**src/logic/gpps_map.vh**
```
`ifndef GPPS_MAP_VH
`define GPPS_MAP_VH
`define GPPS_OFF_PIN_LEVEL 12'h000
`define GPPS_OFF_DIRECTION 12'h004
`define GPPS_OFF_LATCH 12'h008
`define GPPS_OFF_ANALOG 12'h00C
`define GPPS_OFF_STEERING 12'h010
`define GPPS_OFF_PERIPH_EN 12'h014
`define GPPS_DIR_RESET 6'h3F
`define GPPS_ANALOG_MASK 6'h17
`define GPPS_STEER_MASK 8'h03
`define GPPS_STEER_RESET 2'h0
`define GPPS_BIT_LOGIC_SEL 1
`define GPPS_BIT_OSC_SEL 0
`define GPPS_INPUT_ONLY_PIN 3
`define GPPS_PEN_PROG_DATA 0
`define GPPS_PEN_PWM 1
`define GPPS_PEN_LOGIC 2
`define GPPS_PEN_CLKOUT 3
`define GPPS_PEN_OSC 4
`define GPPS_PEN_WIDTH 5
`endif

```
**src/logic/gpps_port.v**
```verilog
// Register access over APB and the register addresses were decided locally.
`timescale 1ns/1ps
`include "gpps_map.vh"
module gpps_port #(
    parameter PINS = 6
) (
    // clock and reset
    input wire clk_sys,
    input wire reset,
    // apb slave
    input wire psel,
    input wire penable,
    input wire pwrite,
    input wire [11:0] paddr,
    input wire [31:0] pwdata,
    output wire pready,
    output wire pslverr,
    output reg [31:0] prdata,
    // port a pins, split into in, out and output enable (low = driving)
    input wire [PINS-1:0] portAPinIn,
    output wire [PINS-1:0] portAPinOut,
    output wire [PINS-1:0] portAPinOeN,
    // analog front end: high disables the digital input buffer
    output wire [PINS-1:0] portAInBufDisable,
    // port c pins five and six, peripheral use only here
    output wire portCPinFiveOut,
    output wire portCPinFiveOeN,
    output wire portCPinSixOut,
    output wire portCPinSixOeN,
    // peripheral output levels; their enables are register bits
    input wire progDataOut,
    input wire pwmThreeOut,
    input wire logicCellOneOut,
    input wire clkOutSignal,
    input wire numOscOneOut
);
    reg [PINS-1:0] portADirection_q;
    reg [PINS-1:0] portAOutputLatch_q;
    reg [PINS-1:0] portAAnalogSelect_q;
    reg [1:0] altPinSteering_q;
    reg [`GPPS_PEN_WIDTH-1:0] periphEnable_q;
    wire [PINS-1:0] pinSync;
    wire [PINS-1:0] pinLevelRead;
    wire [PINS-1:0] dirRead;
    wire setup;
    wire wrAccess;
    wire addrOk;
    wire logicOnC;
    wire oscOnC;
    wire logicOnA;
    wire oscOnA;
    reg [PINS-1:0] pinDrive;
    reg [PINS-1:0] pinDriveEn;

    // two flops per pin keep metastable pad levels out of the read path
    gpps_pin_sync #(
        .WIDTH(PINS)
    ) u_sync (
        .clk_sys(clk_sys),
        .reset(reset),
        .asyncIn(portAPinIn),
        .syncOut(pinSync)
    );

    // analog pins read zero even if the pad shows a mid-level
    assign pinLevelRead = pinSync & ~portAAnalogSelect_q;
    assign portAInBufDisable = portAAnalogSelect_q;
    assign dirRead = portADirection_q | ({{(PINS-1){1'b0}}, 1'b1} << `GPPS_INPUT_ONLY_PIN);

    // apb: zero wait states, unmapped addresses answer with an error
    assign setup = psel & ~penable;
    assign pready = 1'b1;
    assign addrOk = (paddr == `GPPS_OFF_PIN_LEVEL) || (paddr == `GPPS_OFF_DIRECTION) ||
        (paddr == `GPPS_OFF_LATCH) || (paddr == `GPPS_OFF_ANALOG) ||
        (paddr == `GPPS_OFF_STEERING) || (paddr == `GPPS_OFF_PERIPH_EN);
    assign pslverr = psel & penable & ~addrOk;
    assign wrAccess = psel & penable & pwrite & addrOk;

    always @(posedge clk_sys) begin
        if (reset) begin
            portADirection_q <= `GPPS_DIR_RESET;
            portAOutputLatch_q <= {PINS{1'b0}};
            portAAnalogSelect_q <= `GPPS_ANALOG_MASK;
            altPinSteering_q <= `GPPS_STEER_RESET;
            periphEnable_q <= {`GPPS_PEN_WIDTH{1'b0}};
        end else if (wrAccess) begin
            case (paddr)
                `GPPS_OFF_PIN_LEVEL: begin
                    // full-register write: pins not read, all six latch bits replaced
                    portAOutputLatch_q <= pwdata[PINS-1:0];
                end
                `GPPS_OFF_LATCH: begin
                    portAOutputLatch_q <= pwdata[PINS-1:0];
                end
                `GPPS_OFF_DIRECTION: begin
                    portADirection_q <= pwdata[PINS-1:0] | dirRead & 6'h08;
                end
                `GPPS_OFF_ANALOG: begin
                    portAAnalogSelect_q <= pwdata[PINS-1:0] & `GPPS_ANALOG_MASK;
                end
                `GPPS_OFF_STEERING: begin
                    altPinSteering_q <= pwdata[1:0];
                end
                `GPPS_OFF_PERIPH_EN: begin
                    periphEnable_q <= pwdata[`GPPS_PEN_WIDTH-1:0];
                end
                default: begin
                    periphEnable_q <= periphEnable_q;
                end
            endcase
        end
    end

    // read data is registered at setup so it is stable in the access phase
    always @(posedge clk_sys) begin
        if (reset) begin
            prdata <= 32'h0000_0000;
        end else if (setup && !pwrite) begin
            case (paddr)
                `GPPS_OFF_PIN_LEVEL: prdata <= {26'h000_0000, pinLevelRead};
                `GPPS_OFF_DIRECTION: prdata <= {26'h000_0000, dirRead};
                `GPPS_OFF_LATCH: prdata <= {26'h000_0000, portAOutputLatch_q & 6'h37};
                `GPPS_OFF_ANALOG: prdata <= {26'h000_0000, portAAnalogSelect_q};
                `GPPS_OFF_STEERING: prdata <= {30'h0000_0000, altPinSteering_q};
                `GPPS_OFF_PERIPH_EN: prdata <= {27'h000_0000, periphEnable_q};
                default: prdata <= 32'h0000_0000;
            endcase
        end
    end

    // steering moves only the peripheral override, never the direction bits
    assign logicOnC = altPinSteering_q[`GPPS_BIT_LOGIC_SEL];
    assign oscOnC = altPinSteering_q[`GPPS_BIT_OSC_SEL];
    assign logicOnA = periphEnable_q[`GPPS_PEN_LOGIC] & ~logicOnC;
    assign oscOnA = periphEnable_q[`GPPS_PEN_OSC] & ~oscOnC;

    // per-pin output priority; analog select plays no part here
    always @* begin
        pinDrive = portAOutputLatch_q;
        pinDriveEn = ~portADirection_q;
        if (periphEnable_q[`GPPS_PEN_PROG_DATA]) begin
            pinDrive[0] = progDataOut;
            pinDriveEn[0] = 1'b1;
        end
        if (oscOnA) begin
            pinDrive[1] = numOscOneOut;
            pinDriveEn[1] = 1'b1;
        end
        if (logicOnA) begin
            pinDrive[2] = logicCellOneOut;
            pinDriveEn[2] = 1'b1;
        end else if (periphEnable_q[`GPPS_PEN_PWM]) begin
            pinDrive[2] = pwmThreeOut;
            pinDriveEn[2] = 1'b1;
        end
        if (periphEnable_q[`GPPS_PEN_CLKOUT]) begin
            pinDrive[4] = clkOutSignal;
            pinDriveEn[4] = 1'b1;
        end
        pinDrive[`GPPS_INPUT_ONLY_PIN] = 1'b0;
        pinDriveEn[`GPPS_INPUT_ONLY_PIN] = 1'b0;
    end

    assign portAPinOut = pinDrive;
    assign portAPinOeN = ~pinDriveEn;
    assign portCPinFiveOut = logicCellOneOut;
    assign portCPinFiveOeN = ~(logicOnC & periphEnable_q[`GPPS_PEN_LOGIC]);
    assign portCPinSixOut = numOscOneOut;
    assign portCPinSixOeN = ~(oscOnC & periphEnable_q[`GPPS_PEN_OSC]);
endmodule

```
**src/logic/gpps_pin_sync.v**
```verilog
`timescale 1ns/1ps
// two-stage synchroniser, one stage pair per pin
module gpps_pin_sync #(
    parameter WIDTH = 6
) (
    // clock and reset
    input wire clk_sys,
    input wire reset,
    // asynchronous levels in, synchronised levels out
    input wire [WIDTH-1:0] asyncIn,
    output wire [WIDTH-1:0] syncOut
);
    reg [WIDTH-1:0] stageOne_q;
    reg [WIDTH-1:0] stageTwo_q;
    genvar i;
    generate
        for (i = 0; i < WIDTH; i = i + 1) begin : g_bit
            always @(posedge clk_sys) begin
                if (reset) begin
                    stageOne_q[i] <= 1'b0;
                    stageTwo_q[i] <= 1'b0;
                end else begin
                    stageOne_q[i] <= asyncIn[i];
                    stageTwo_q[i] <= stageOne_q[i];
                end
            end
        end
    endgenerate
    assign syncOut = stageTwo_q;
endmodule

```
**config.mk**
```make
export PLATFORM = sky130hd
export DESIGN_NAME = gpps_port
export DESIGN_NICKNAME = d
export VERILOG_FILES = /design/src/logic/gpps_port.v /design/src/logic/gpps_pin_sync.v
export VERILOG_INCLUDE_DIRS = /design/src /design/src/logic
export SDC_FILE = /design/constraint.sdc
export NUM_CORES = 1
export LEC_CHECK = 0
export BUFFER_PORTS_ARGS = -buffer_cell sky130_fd_sc_hd__buf_2
export CAP_MARGIN = 20
export CORE_MARGIN = 1
export CORE_UTILIZATION = 40
export DETAILED_ROUTE_END_ITERATION = 10
export PLACE_DENSITY = 0.78
export SYNTH_ARGS = -nofsm -noshare
export SYNTH_HDL_FRONTEND = slang
export SYNTH_SLANG_ARGS = --single-unit
```
**constraint.sdc**
```tcl
create_clock -name clk_sys -period 2.2 [get_ports clk_sys]
set_input_delay 0.66 -clock clk_sys [delete_from_list [all_inputs] [get_ports clk_sys]]
set_output_delay 0.66 -clock clk_sys [all_outputs]
set_load 0.02 [all_outputs]
```
# After elaboration in Yosys (flattened, before gate mapping)
# Index checks and enable logic that the tools add are counted.
# W data, S select, Z words.
[classes]
eq_ne = 5
mux = 11
n_bitwise = 19
reduce_logical = 14
[ops]
columns = ["cell", "n"]
rows = [
  ["$pmux W6 S6", 1],
  ["$eq A12 B4 Y1 const B", 2],
  ["$eq A12 B5 Y1 const B", 2],
  ["$eq A12 B3 Y1 const B", 1],
  ["$logic_not A12 Y1", 1],
  ["$not A6 Y6", 2],
  ["$mux W1", 10],
  ["$reduce_and A2 Y1", 5],
  ["$and A1 B1 Y1", 9],
  ["$and A6 B6 Y6", 1],
  ["$not A1 Y1", 6],
  ["$not A5 Y6", 1],
  ["$logic_or A1 B1 Y1", 5],
  ["$reduce_or A2 Y1", 1],
  ["$logic_and A1 B1 Y1", 1],
  ["$logic_not A1 Y1", 1],
]
[totals]
register_bits = 66
inputBits = 60
out_inout_bits = 56
wordCells = 67

# Depth between registers and ports, before layout
# Gate-level depths: netlist of run 1.
[depth]
ltp_word = 8
mapped_depth = 7
ltp_nobuf = 4

# Cells and area by module
# A second synthesis of run 1 with hierarchy kept.
[hier_totals]
hier_cells = 240
hier_area_um2 = 2177.1
[modules_own_cells]
columns = ["module", "n_inst", "cells_per_inst", "area_per_inst_um2", "seq_area_each_um2"]
rows = [
  ["gpps_port", 1, 215, 1810.5, 540.5],
  ["gpps_pin_sync", 1, 25, 366.6, 240.2],
]

# Least setup slack after synthesis of run 1
# No wires, ideal clock.
[synth_path]
path_type = "input to output"
startpoint = "input paddr[3]"
endpoint = "output pslverr"
arrival_ns = 1.569
t_required_ns = 1.540
setup_slack_ns = -0.029
stages = 4
n_path_buf = 1
path_cell_list = "buf_2 a211oi_1 nand3_1 and3_1"
[synth_via]
elab_chain_cells = 8
word_cells_on_any_way = 13
cone_classes = "5 x eq/ne; 2 x bitwise; 6 x reduce/logical"
[synth_rtl]
columns = ["item", "line", "text"]
rows = [
  ["from (decl)", "gpps_port.v:14", "input wire [11:0] paddr,"],
  ["$eq A12 B3 Y1 or $logic_not A12 Y1 (tied branches)", "n/a", ""],
  ["$logic_or A1 B1 Y1 (4 in a row)", "gpps_port.v:73", "assign addrOk = (paddr == `GPPS_OFF_PIN_LEVEL) || (paddr == `GPPS_OFF_DIRECTION) ||"],
  ["$logic_or A1 B1 Y1 (*)", "gpps_port.v:73", ""],
  ["$not A1 Y1 (*)", "gpps_port.v:76", "assign pslverr = psel & penable & ~addrOk;"],
  ["$and A1 B1 Y1 (*)", "gpps_port.v:76", ""],
  ["to (decl)", "gpps_port.v:17", "output wire pslverr,"],
]
# Every way passes the cells marked *; elsewhere a longest branch is shown, timed or not.

# Worst setup path in the final report of run 1
# Ends and elaborated chain as after synthesis.

==> results of run 1 <==
==> cell usage after synthesis <==
master,instances
nor3_1,1
nand4b_1,2
mux2_2,5
o2bb2ai_1,1
buf_12,1
dfxtp_1,39
nand3_1,9
nor2b_1,19
or4_1,1
nand3b_1,13
nor4_4,1
a211o_1,5
and4_2,1
a221oi_1,1
buf_4,37
nand4_1,8
a22o_1,1
a211oi_1,2
and4_4,1
a221o_1,2
and3_1,3
or3b_2,3
nor3b_1,2
o21ai_1,1
clkbuf_1,6
and2b_4,1
nor4_1,1
mux2i_1,4
buf_6,1
nand2_4,1
a32o_1,1
buf_2,5
nor2_1,5
nor3_2,2
nand2b_1,1
a32oi_1,2
nand2_1,11
o21ai_0,21
and3_2,6
conb_1,2
a21oi_1,16
==> through the flow <==
step / power [W] / worst slack (ps) / cell area, sq um / TNS [ps]
floorplan: 0.0008900 / 43.39 / 2281 / 0
global placement: 0.0009075 / -8.545 / 2415 / -8.545
detailed placement: 0.0009096 / -30.88 / 2415 / -30.88
CTS: 0.001506 / 3.645 / 2537 / 0
global route: 0.001562 / 1.218 / 2565 / 0
finish: 0.001505 / 53.27 / 2565 / 0
==> registers in the layout (all words and copies together), names as in the netlist <==
signal,cells
altPinSteering_q,2
portAOutputLatch_q,5
portADirection_q,5
u_sync.stageOne_q,6
portAInBufDisable,4
periphEnable_q,5
prdata,6
u_sync.syncOut,6
==> cells by family (layout without fill, tap and decap cells) <==
family	after synthesis	count (layout)	share of synthesized area, %
simple gates	92	92	27.83
compound gates	53	53	14.90
other cells	2	31	0.3465
flops	39	39	36.03
mux	9	9	4.446
buf+inv	50	82	16.45
==> layer usage <==
metal / vias up / routed length (um)
li1: 930 / -
met3: 9 / 320
met5: - / 0
met2: 77 / 2423
met4: 0 / 95
met1: 891 / 2298
==> area by class of cell <==
class	count	area [sq um]
clock inverter	3	43.79
tap	70	87.58
multi-input combinational	185	1161
timing repair buffer	74	422.9
clock buffer	5	68.82
sequential	39	780.7
fill	517	2608
==> power breakdown <==
group / switching (W) / internal [W]
Sequential: 0.00000239 / 0.000715
Clock: 0.000266 / 0.000338
Combinational: 0.000122 / 0.0000616
Total: 0.000390 / 0.00111
==> worst max-delay path, stage by stage <==
cell	delay [ps]
buf_2	140
a211oi_4	280
nand3_2	120
and3_4	170
buf_6	120
==> path summary, 6_finish.rpt <==
| path | to | slack, ps |
|---|---|---|
| worst max-delay path | pslverr | 50 |
| worst min-delay path | u_sync.syncOut[3]$_SDFF_PP0_ | 440 |
| worst max register to register | prdata[1]$_SDFFE_PP0P_ | 850 |
| worst min register to register | u_sync.syncOut[3]$_SDFF_PP0_ | 440 |
==> timing repair <==
action                     CTS  global route
buffers inserted             1             0
resized for setup            1             5
gates cloned                 0             0
pin swaps                    3             2
setup endpoints to repair    1             1
==> metrics.txt, run 1 <==
drt via density=5.072; Layout Nets=365; Finished Layout Cells=376; Area Growth Syn to Fin=18.36%; Crit path required time=between 1500 and 2000 ps; DR DRC count=0; Worst Hold Class=flop to flop; cell area after synthesis=2167 sq um; First-pass DRT Iterations=4; unrepaired setup endpoints after global routing=false; status=finished, final reports clean; M2 GR Usage=between 30% and 40%; share of cells above drive strength 1=34.64%; max_cap viols=0; Seq cells post-synth=39; Hold Path Depth=1; H-Tree Depth=2; Synth top area share=36.03%; Die H=about 76 um; commonest non-fill, non-tap cells in the layout=56 x buf_2, 39 x dfxtp_1, 31 x conb_1, 21 x o21ai_0, 19 x nor2b_1; Syn Inst Count=245; wirelength, routed=5137 um; CTS tree=done; clk_skew=10.45 ps; diode count=0; pwr dens=slightly below 600 nW/um^2; first-pass GRT wire length=7997 um; YS warnings=0; Die Area=5716 sq um; chip width=75.61 um; sequential area share after synthesis=36.03%; Synth cell types=41; Area contributors post-synth=dfxtp_1 36%, buf_4 13%, nor2b_1 5.5%, o21ai_0 4.8%, nand3b_1 4.5%; Fmax achieved=0.4658 GHz; Core Util, Final=about half; Final GP Congestion=0.8587; commonest non-fill, non-tap cell in the layout=buf_2; Final Hold Fails=0; Reg2Reg Depth=4; met3 Track Usage GR=around 4.2%; Initial Util=41.90%; min Tclk post-route=roughly 2100 ps; site row count=26; placed insts=367; initial antenna violation count=0; # clock sinks=39; clock slew at reported path FFs=about 80 ps; critical path class=input port to primary output; Most Used Layer, Global Route=met2; Max clock buf depth=2; largest net degree at the start of global routing=24; clk_lat worst skew=300 ps; leakage=1.059 nW; initial drt markers=142; setup violators final=0; routed via count=1907; crit path max fanout=3; GRT Util Overall=between 10% and 20%; Final Cycle Share=a little over nine tenths; reg2reg start=portAInBufDisable[1]$_SDFFE_PP1P_; Avg Cell Area, Syn=a little under 9 sq um; vias in the first global route=1701; worst hold start=u_sync.stageOne_q[3]$_SDFF_PP0_; Antenna Nets Post-Route=0; hpwl dp=3834 um; GR Util met1=24.41%; CP startpoint kind=input port; Max Slew Vio Count=0; maximum VDD drop=~0.00033 V; CP Launch Point=paddr[3]; area leader, netlist=dfxtp_1; total gr overflow=0; final hold slack=441.3 ps; root buffer cell=clkbuf_8; Num CTS Buffers=5; Ports=116; Buffers on Ports=58; CP endpoint kind=primary output; Wirelength per Cell=13.66 um; CTS Hold Bufs=0; WP data arrival=between 1000 and 1500 ps; Core ar.=roughly 5200 sq um
(Power assumes the default switching activity.)
==> inputs of run 2 (changes only) <==
ABC_AREA = 1   (was not set)
PLACE_DENSITY = 0.77   (was 0.78)
==> run 2 against run 1 <==
Sequential power is essentially flat. Final area grew 6.5%. Highest routed layer unchanged. Via count grew 11%. Largest cell class unchanged. Critical path type unchanged. Global-route usage shrank 0.57 points. Register-to-register slack gained 380 ps. Critical endpoint unchanged. Sequential share of layout area shrank 1.9 points. Clock skew shrank 3.7 ps. Final cell count grew 25%.
==> metrics.txt, run 2 <==
commonest non-fill, non-tap cells in the layout=68 x nand2_1, 57 x buf_2, 41 x inv_1, 39 x dfxtp_1, 38 x nor2_1; Die H=77.66 um; CP most frequent cell=nor2_4; Layout Nets=458; YS warnings=0; reg2reg setup slack=1230 ps; Antenna Nets Post-Route=0; Syn Inst Count=327; CP Launch Point=paddr[6]; initial antenna violation count=0; Initial Util=41.58%; clk_lat worst skew=300 ps; WP data arrival=between 1000 and 1500 ps; Area Growth Syn to Fin=19.29%; Core ar.=approximately 5500 sq um; crit path max fanout=3; Final Cell Area=2731 sq um; reg2reg start=altPinSteering_q[0]$_SDFFE_PP0P_; min Tclk post-route=2138 ps; Async S/R FF share, synth=0%; Num CTS Buffers=5; Fmax achieved=0.4677 GHz; Worst slew margin=between 60 and 70%; Synth cell types=32; critical path class=input port to primary output; first-pass GRT wire length=8721 um; H-Tree Depth=2; # clock sinks=39; Tightest Pin Transition=507.9 ps; Max clock buf depth=2; top cells by count, synth=68 x nand2_1, 41 x inv_1, 40 x nor2_1, 39 x dfxtp_1, 36 x buf_4; pwr dens=roughly 500 nW/um^2; CP startpoint kind=input port; routed via count=2109; total gr overflow=0; number of flops mapped to enable cells by yosys=0; Tot Pwr=0.001373 W; Reg area=780.7 sq um; sequential area share after synthesis=34.10%; vias in the first global route=1893; max_cap viols=0; area leader, netlist=dfxtp_1; Area contributors post-synth=dfxtp_1 34%, buf_4 12%, nand2_1 11%, inv_1 6.7%, nor2_1 6.6%; Fill cells=560; Wirelength per Cell=~11 um; Fin Setup TNS=0 ps; clk_skew=6.769 ps; CP cell instances=buf_2 > nor2_4 > nand2_2 > nor2_4 > o21ai_2 > nand3_4 > nor2_2 > buf_6; top-count cell post-synth=nand2_1; status=finished, final reports clean; initial drt markers=156; Worst path max stage delay=approximately 150 ps; Buffers on Ports=58; Final Hold Fails=0; commonest non-fill, non-tap cell in the layout=nand2_1; Synth top area share=34.10%; chip width=77.66 um; Slowest cell on crit path=nor2_4; largest net degree at the start of global routing=22; wirelength, routed=between 5000 and 6000 um; Ports=116; maximum VDD drop=between 0.0004 and 0.0005 V; setup violators final=0; FF-to-FF End=prdata[0]$_SDFFE_PP0P_; CP endpoint kind=primary output; Worst Hold Class=flop to flop; Critical Path End=pslverr; Crit path required time=1540 ps; Die Area=6031 sq um; GRT Util Overall=18.44%; DR DRC count=0; leakage=1.484 nW; Seq cells post-synth=39; drt via density=4.478; cell area after synthesis=~2300 sq um; Final GP Congestion=between 0.8 and 0.9; CTS tree=done; Top FF cell, synth=dfxtp_1; diode count=0; site row count=27; Max Slew Vio Count=0; multi-input logic area=1184 sq um; First-pass DRT Iterations=4; root buffer cell=clkbuf_8; Final Cycle Share=97.18%; hpwl dp=4127 um; clock slew at reported path FFs=around 70 ps; share of cells above drive strength 1=29.32%; Reg2Reg Depth=4; post-placement cell area=approximately 2600 sq um; Avg Cell Area, Syn=7.002 sq um; Core Util, Final=49.60%
## run 2: changes by cell type after synthesis, sizes merged, moves of 7 or more
cell	before	now
nand2	12	77
nor2b	19	0
nor2	5	55
nand3b	13	3
nand3	9	32
o21ai	22	10
and3	9	0
inv	0	44
buf	44	37
## run 2: per-layer routing
metal / global-route usage, % / vias up / wire length, um
li1: - / 1084 / -
met3: 4.588 / 7 / 417
met1: 23.37 / 932 / 2253
met5: 0 / - / 0
met4: 6.226 / 0 / 73
met2: 30.35 / 86 / 2491
## run 2: through the flow
step | worst slack, ps | hold WS (ps) | instances
floorplan | 83.37 | 388.3 | 356
global placement | 45.29 | 391.0 | 460
detailed placement | 32.07 | 394.8 | 460
CTS | 27.79 | 406.1 | 468
global route | -6.754 | 426.7 | 471
finish | 62.03 | 402.8 | 471
## run 2: worst min path at each step
| stage | start | to | slack (ps) | depth (start not counted) |
|---|---|---|---|---|
| after floorplan | u_sync.stageOne_q[0]$_SDFF_PP0_ | u_sync.syncOut[0]$_SDFF_PP0_ | 390 | 2 |
| after global placement | u_sync.stageOne_q[4]$_SDFF_PP0_ | u_sync.syncOut[4]$_SDFF_PP0_ | 390 | 2 |
| after detailed placement | u_sync.stageOne_q[4]$_SDFF_PP0_ | u_sync.syncOut[4]$_SDFF_PP0_ | 390 | 2 |
| after CTS | u_sync.stageOne_q[4]$_SDFF_PP0_ | u_sync.syncOut[4]$_SDFF_PP0_ | 410 | 2 |
| after global routing | u_sync.stageOne_q[1]$_SDFF_PP0_ | u_sync.syncOut[1]$_SDFF_PP0_ | 430 | 2 |
| final | u_sync.stageOne_q[4]$_SDFF_PP0_ | u_sync.syncOut[4]$_SDFF_PP0_ | 400 | 2 |
## run 2: area by class of cell
type	instances	share of cell area (%)
sequential	39	28.58
multi-input combinational	233	43.34
timing repair buffer	74	15.25
tap	72	3.298
clock buffer	5	2.519
inverter	45	6.276
clock inverter	3	0.7329
## run 2: cell families (layout without fill, tap and decap cells)
kind of cell    Yosys count  after routing  synth area share [%]
other cells               2             31                0.3280
buf+inv                  84            127                 19.84
compound gates           28             28                 6.721
flops                    39             39                 34.10
simple gates            174            174                 39.02
## run 2: what timing repair did
item,CTS,global route
resized for setup,0,7
endpoints found under the setup margin,0,1
hold buffers,0,0
buffers inserted,0,3
## run 2: power by group
group	internal, W	leakage (nW)	switching, W
Clock	0.000220	0.0402	0.000257
Sequential	0.000717	0.317	0.00000341
Combinational	0.0000499	1.13	0.000124
## run 2: critical path: cells and delay by family
kind            cells  cell delay [ps]
simple gates        5              500
buf+inv             2              240
compound gates      1               80
==> inputs of run 3 (changes only) <==
CELL_PAD_IN_SITES_DETAIL_PLACEMENT = 0   (was not set)
CELL_PAD_IN_SITES_GLOBAL_PLACEMENT = 1   (was not set)
CORE_UTILIZATION = 28   (was 40)
GPL_TIMING_DRIVEN = 0   (was not set)
PLACE_DENSITY = 0.8   (was 0.77)
==> run 3 against run 2 <==
Flip-flop and latch count unchanged. Sequential share of layout area decreased by 3.2 points. Non-clock buffer count grew 36. Final cell count grew 14%. Clock skew increased by 7.8 ps. Sequential power about the same. Global-route usage down 4.1 points. Wire length rose by 14%. Power up 14%. Final area is 13% higher.
==> metrics.txt, run 3 (same netlist as run 2, synthesis figures left out) <==
First-pass DRT Iterations=4; DR DRC count=0; CP startpoint kind=input port; routed via count=2224; vias in the first global route=2016; setup violators final=0; Worst Hold Class=flop to flop; final hold slack=403.5 ps; share of cells above drive strength 1=34.94%; GRT Util Overall=between 10% and 20%; Max Slew Vio Count=0; CTS tree=done; Die Area=8543 sq um; reg2reg setup slack=1190 ps; Num CTS Buffers=5; Ports=approximately 120; Final Hold Fails=0; Fmax achieved=0.4609 GHz; commonest non-fill, non-tap cells in the layout=68 x nand2_1, 57 x buf_2, 50 x buf_4, 40 x inv_1, 39 x dfxtp_1; max_cap viols=0; min Tclk post-route=between 2000 and 2500 ps; Tot Pwr=0.001565 W; Die H=92.43 um; commonest non-fill, non-tap cell in the layout=nand2_1; hpwl dp=4705 um; clk_skew=between 10 and 15 ps; initial antenna violation count=0; total gr overflow=0; Antenna Nets Post-Route=0; Area Growth Syn to Fin=34.32%; Layout Nets=494; internal power=0.001175 W; Initial Util=29.33%; Comb pwr share=14.6%; clock power share=between 30% and 40%; H-Tree Depth=2; site row count=32; first-pass GRT wire length=9501 um; maximum VDD drop=around 0.0004 V; Core ar.=slightly below 8000 sq um; Switch Pwr=0.0003899 W; wirelength, routed=5972 um; Wirelength per Cell=11.12 um; chip width=92.43 um; root buffer cell=clkbuf_8; WP data arrival=1510 ps; sw frac=24.92%; CP endpoint kind=primary output; leakage=1.710 nW; # clock sinks=39; crit path max fanout=4; Crit path required time=1540 ps; Buffers on Ports=58; Worst slew margin=43.12%; largest net degree at the start of global routing=13; drt via density=4.142; Final Cycle Share=98.63%; critical path class=input port to primary output; Reg power frac=between 40% and 50%; Max clock buf depth=2; pwr dens=508.7 nW/um^2; Final GP Congestion=0.8756; status=finished, final reports clean; initial drt markers=around 140; clk_lat worst skew=290 ps; diode count=0; CTS Hold Bufs=0; Tightest Pin Transition=846.7 ps; clock slew at reported path FFs=70 ps
==> run 3: cell types whose count changed in the layout (fill, tap and decap cells not counted), sizes merged <==
cell	change
clkbuf	+3
bufinv	+1
clkinvlp	-2
buf	+34
==> run 3: critical path, stage by stage <==
cell and delay, ps:
buf_2 110, nor2_4 180, nand2_4 90, nor2_8 120, nand2_4 80, nand3_4 90, nor2_2 40, buf_6 130
==> run 3: final timing paths <==
| check | start | endpoint | depth (start not counted) |
|---|---|---|---|
| setup / recovery | paddr[7] | pslverr | 8 |
| hold / removal | u_sync.stageOne_q[5]$_SDFF_PP0_ | u_sync.syncOut[5]$_SDFF_PP0_ | 2 |
| setup reg to reg | portAInBufDisable[4]$_SDFFE_PP1P_ | prdata[4]$_SDFFE_PP0P_ | 5 |
| hold reg to reg | u_sync.stageOne_q[5]$_SDFF_PP0_ | u_sync.syncOut[5]$_SDFF_PP0_ | 2 |
==> run 3: metal layers <==
layer  global-route usage [%]  wire length, um  vias to the layer above
met5                        0                0                        -
met4                    4.297               61                        0
met3                    4.105              476                        8
met2                    24.01             2814                       78
met1                    17.84             2619                      980
li1                         -                -                     1158
==> run 3: power groups by stage <==
stage	sequential, W	clock (W)	combinational [W]
2_1_floorplan	0.000738	0	0.000148
3_3_place_gp	0.000737	0	0.000208
3_5_place_dp	0.000737	0	0.000210
4_1_cts	0.000721	0.000626	0.000215
5_1_grt	0.000722	0.000672	0.000247
6_report	0.000721	0.000616	0.000228
==> run 3: through the flow <==
step | util (%) | setup TNS, ps | instance area (sq um) | instances | worst slack (ps)
detailed placement | 36.07 | -155.9 | 2816 | 516 | -155.9
global route | 39.39 | -15.39 | 3075 | 537 | -15.39
floorplan | - | 0 | 2399 | 356 | 83.37
global placement | 36.07 | -141.5 | 2816 | 516 | -141.5
CTS | 38.25 | 0 | 2987 | 530 | 12.60
finish | 39.39 | 0 | 3075 | 537 | 30.24
==> run 3: timing repair <==
action                                 4_1_cts  5_1_grt
pin swaps                                    6       10
gates resized for setup                      2       10
setup endpoints to repair                    1        1
gates cloned                                 0        0
endpoints found under the hold margin        0        0
buffers inserted                             6        7
==> run 3: cell type report <==
| cell class | instances | area (sq um) |
|---|---|---|
| Buffer | 39 | 282.8 |
| Multi-Input combinational cell | 233 | 1199 |
| Sequential cell | 39 | 780.7 |
| Clock inverter | 2 | 35.03 |
| Timing Repair Buffer | 71 | 396.6 |
| Clock buffer | 6 | 82.58 |
| Inverter | 45 | 171.4 |
| Fill cell | 861 | 4732 |
| Tap cell | 102 | 127.6 |
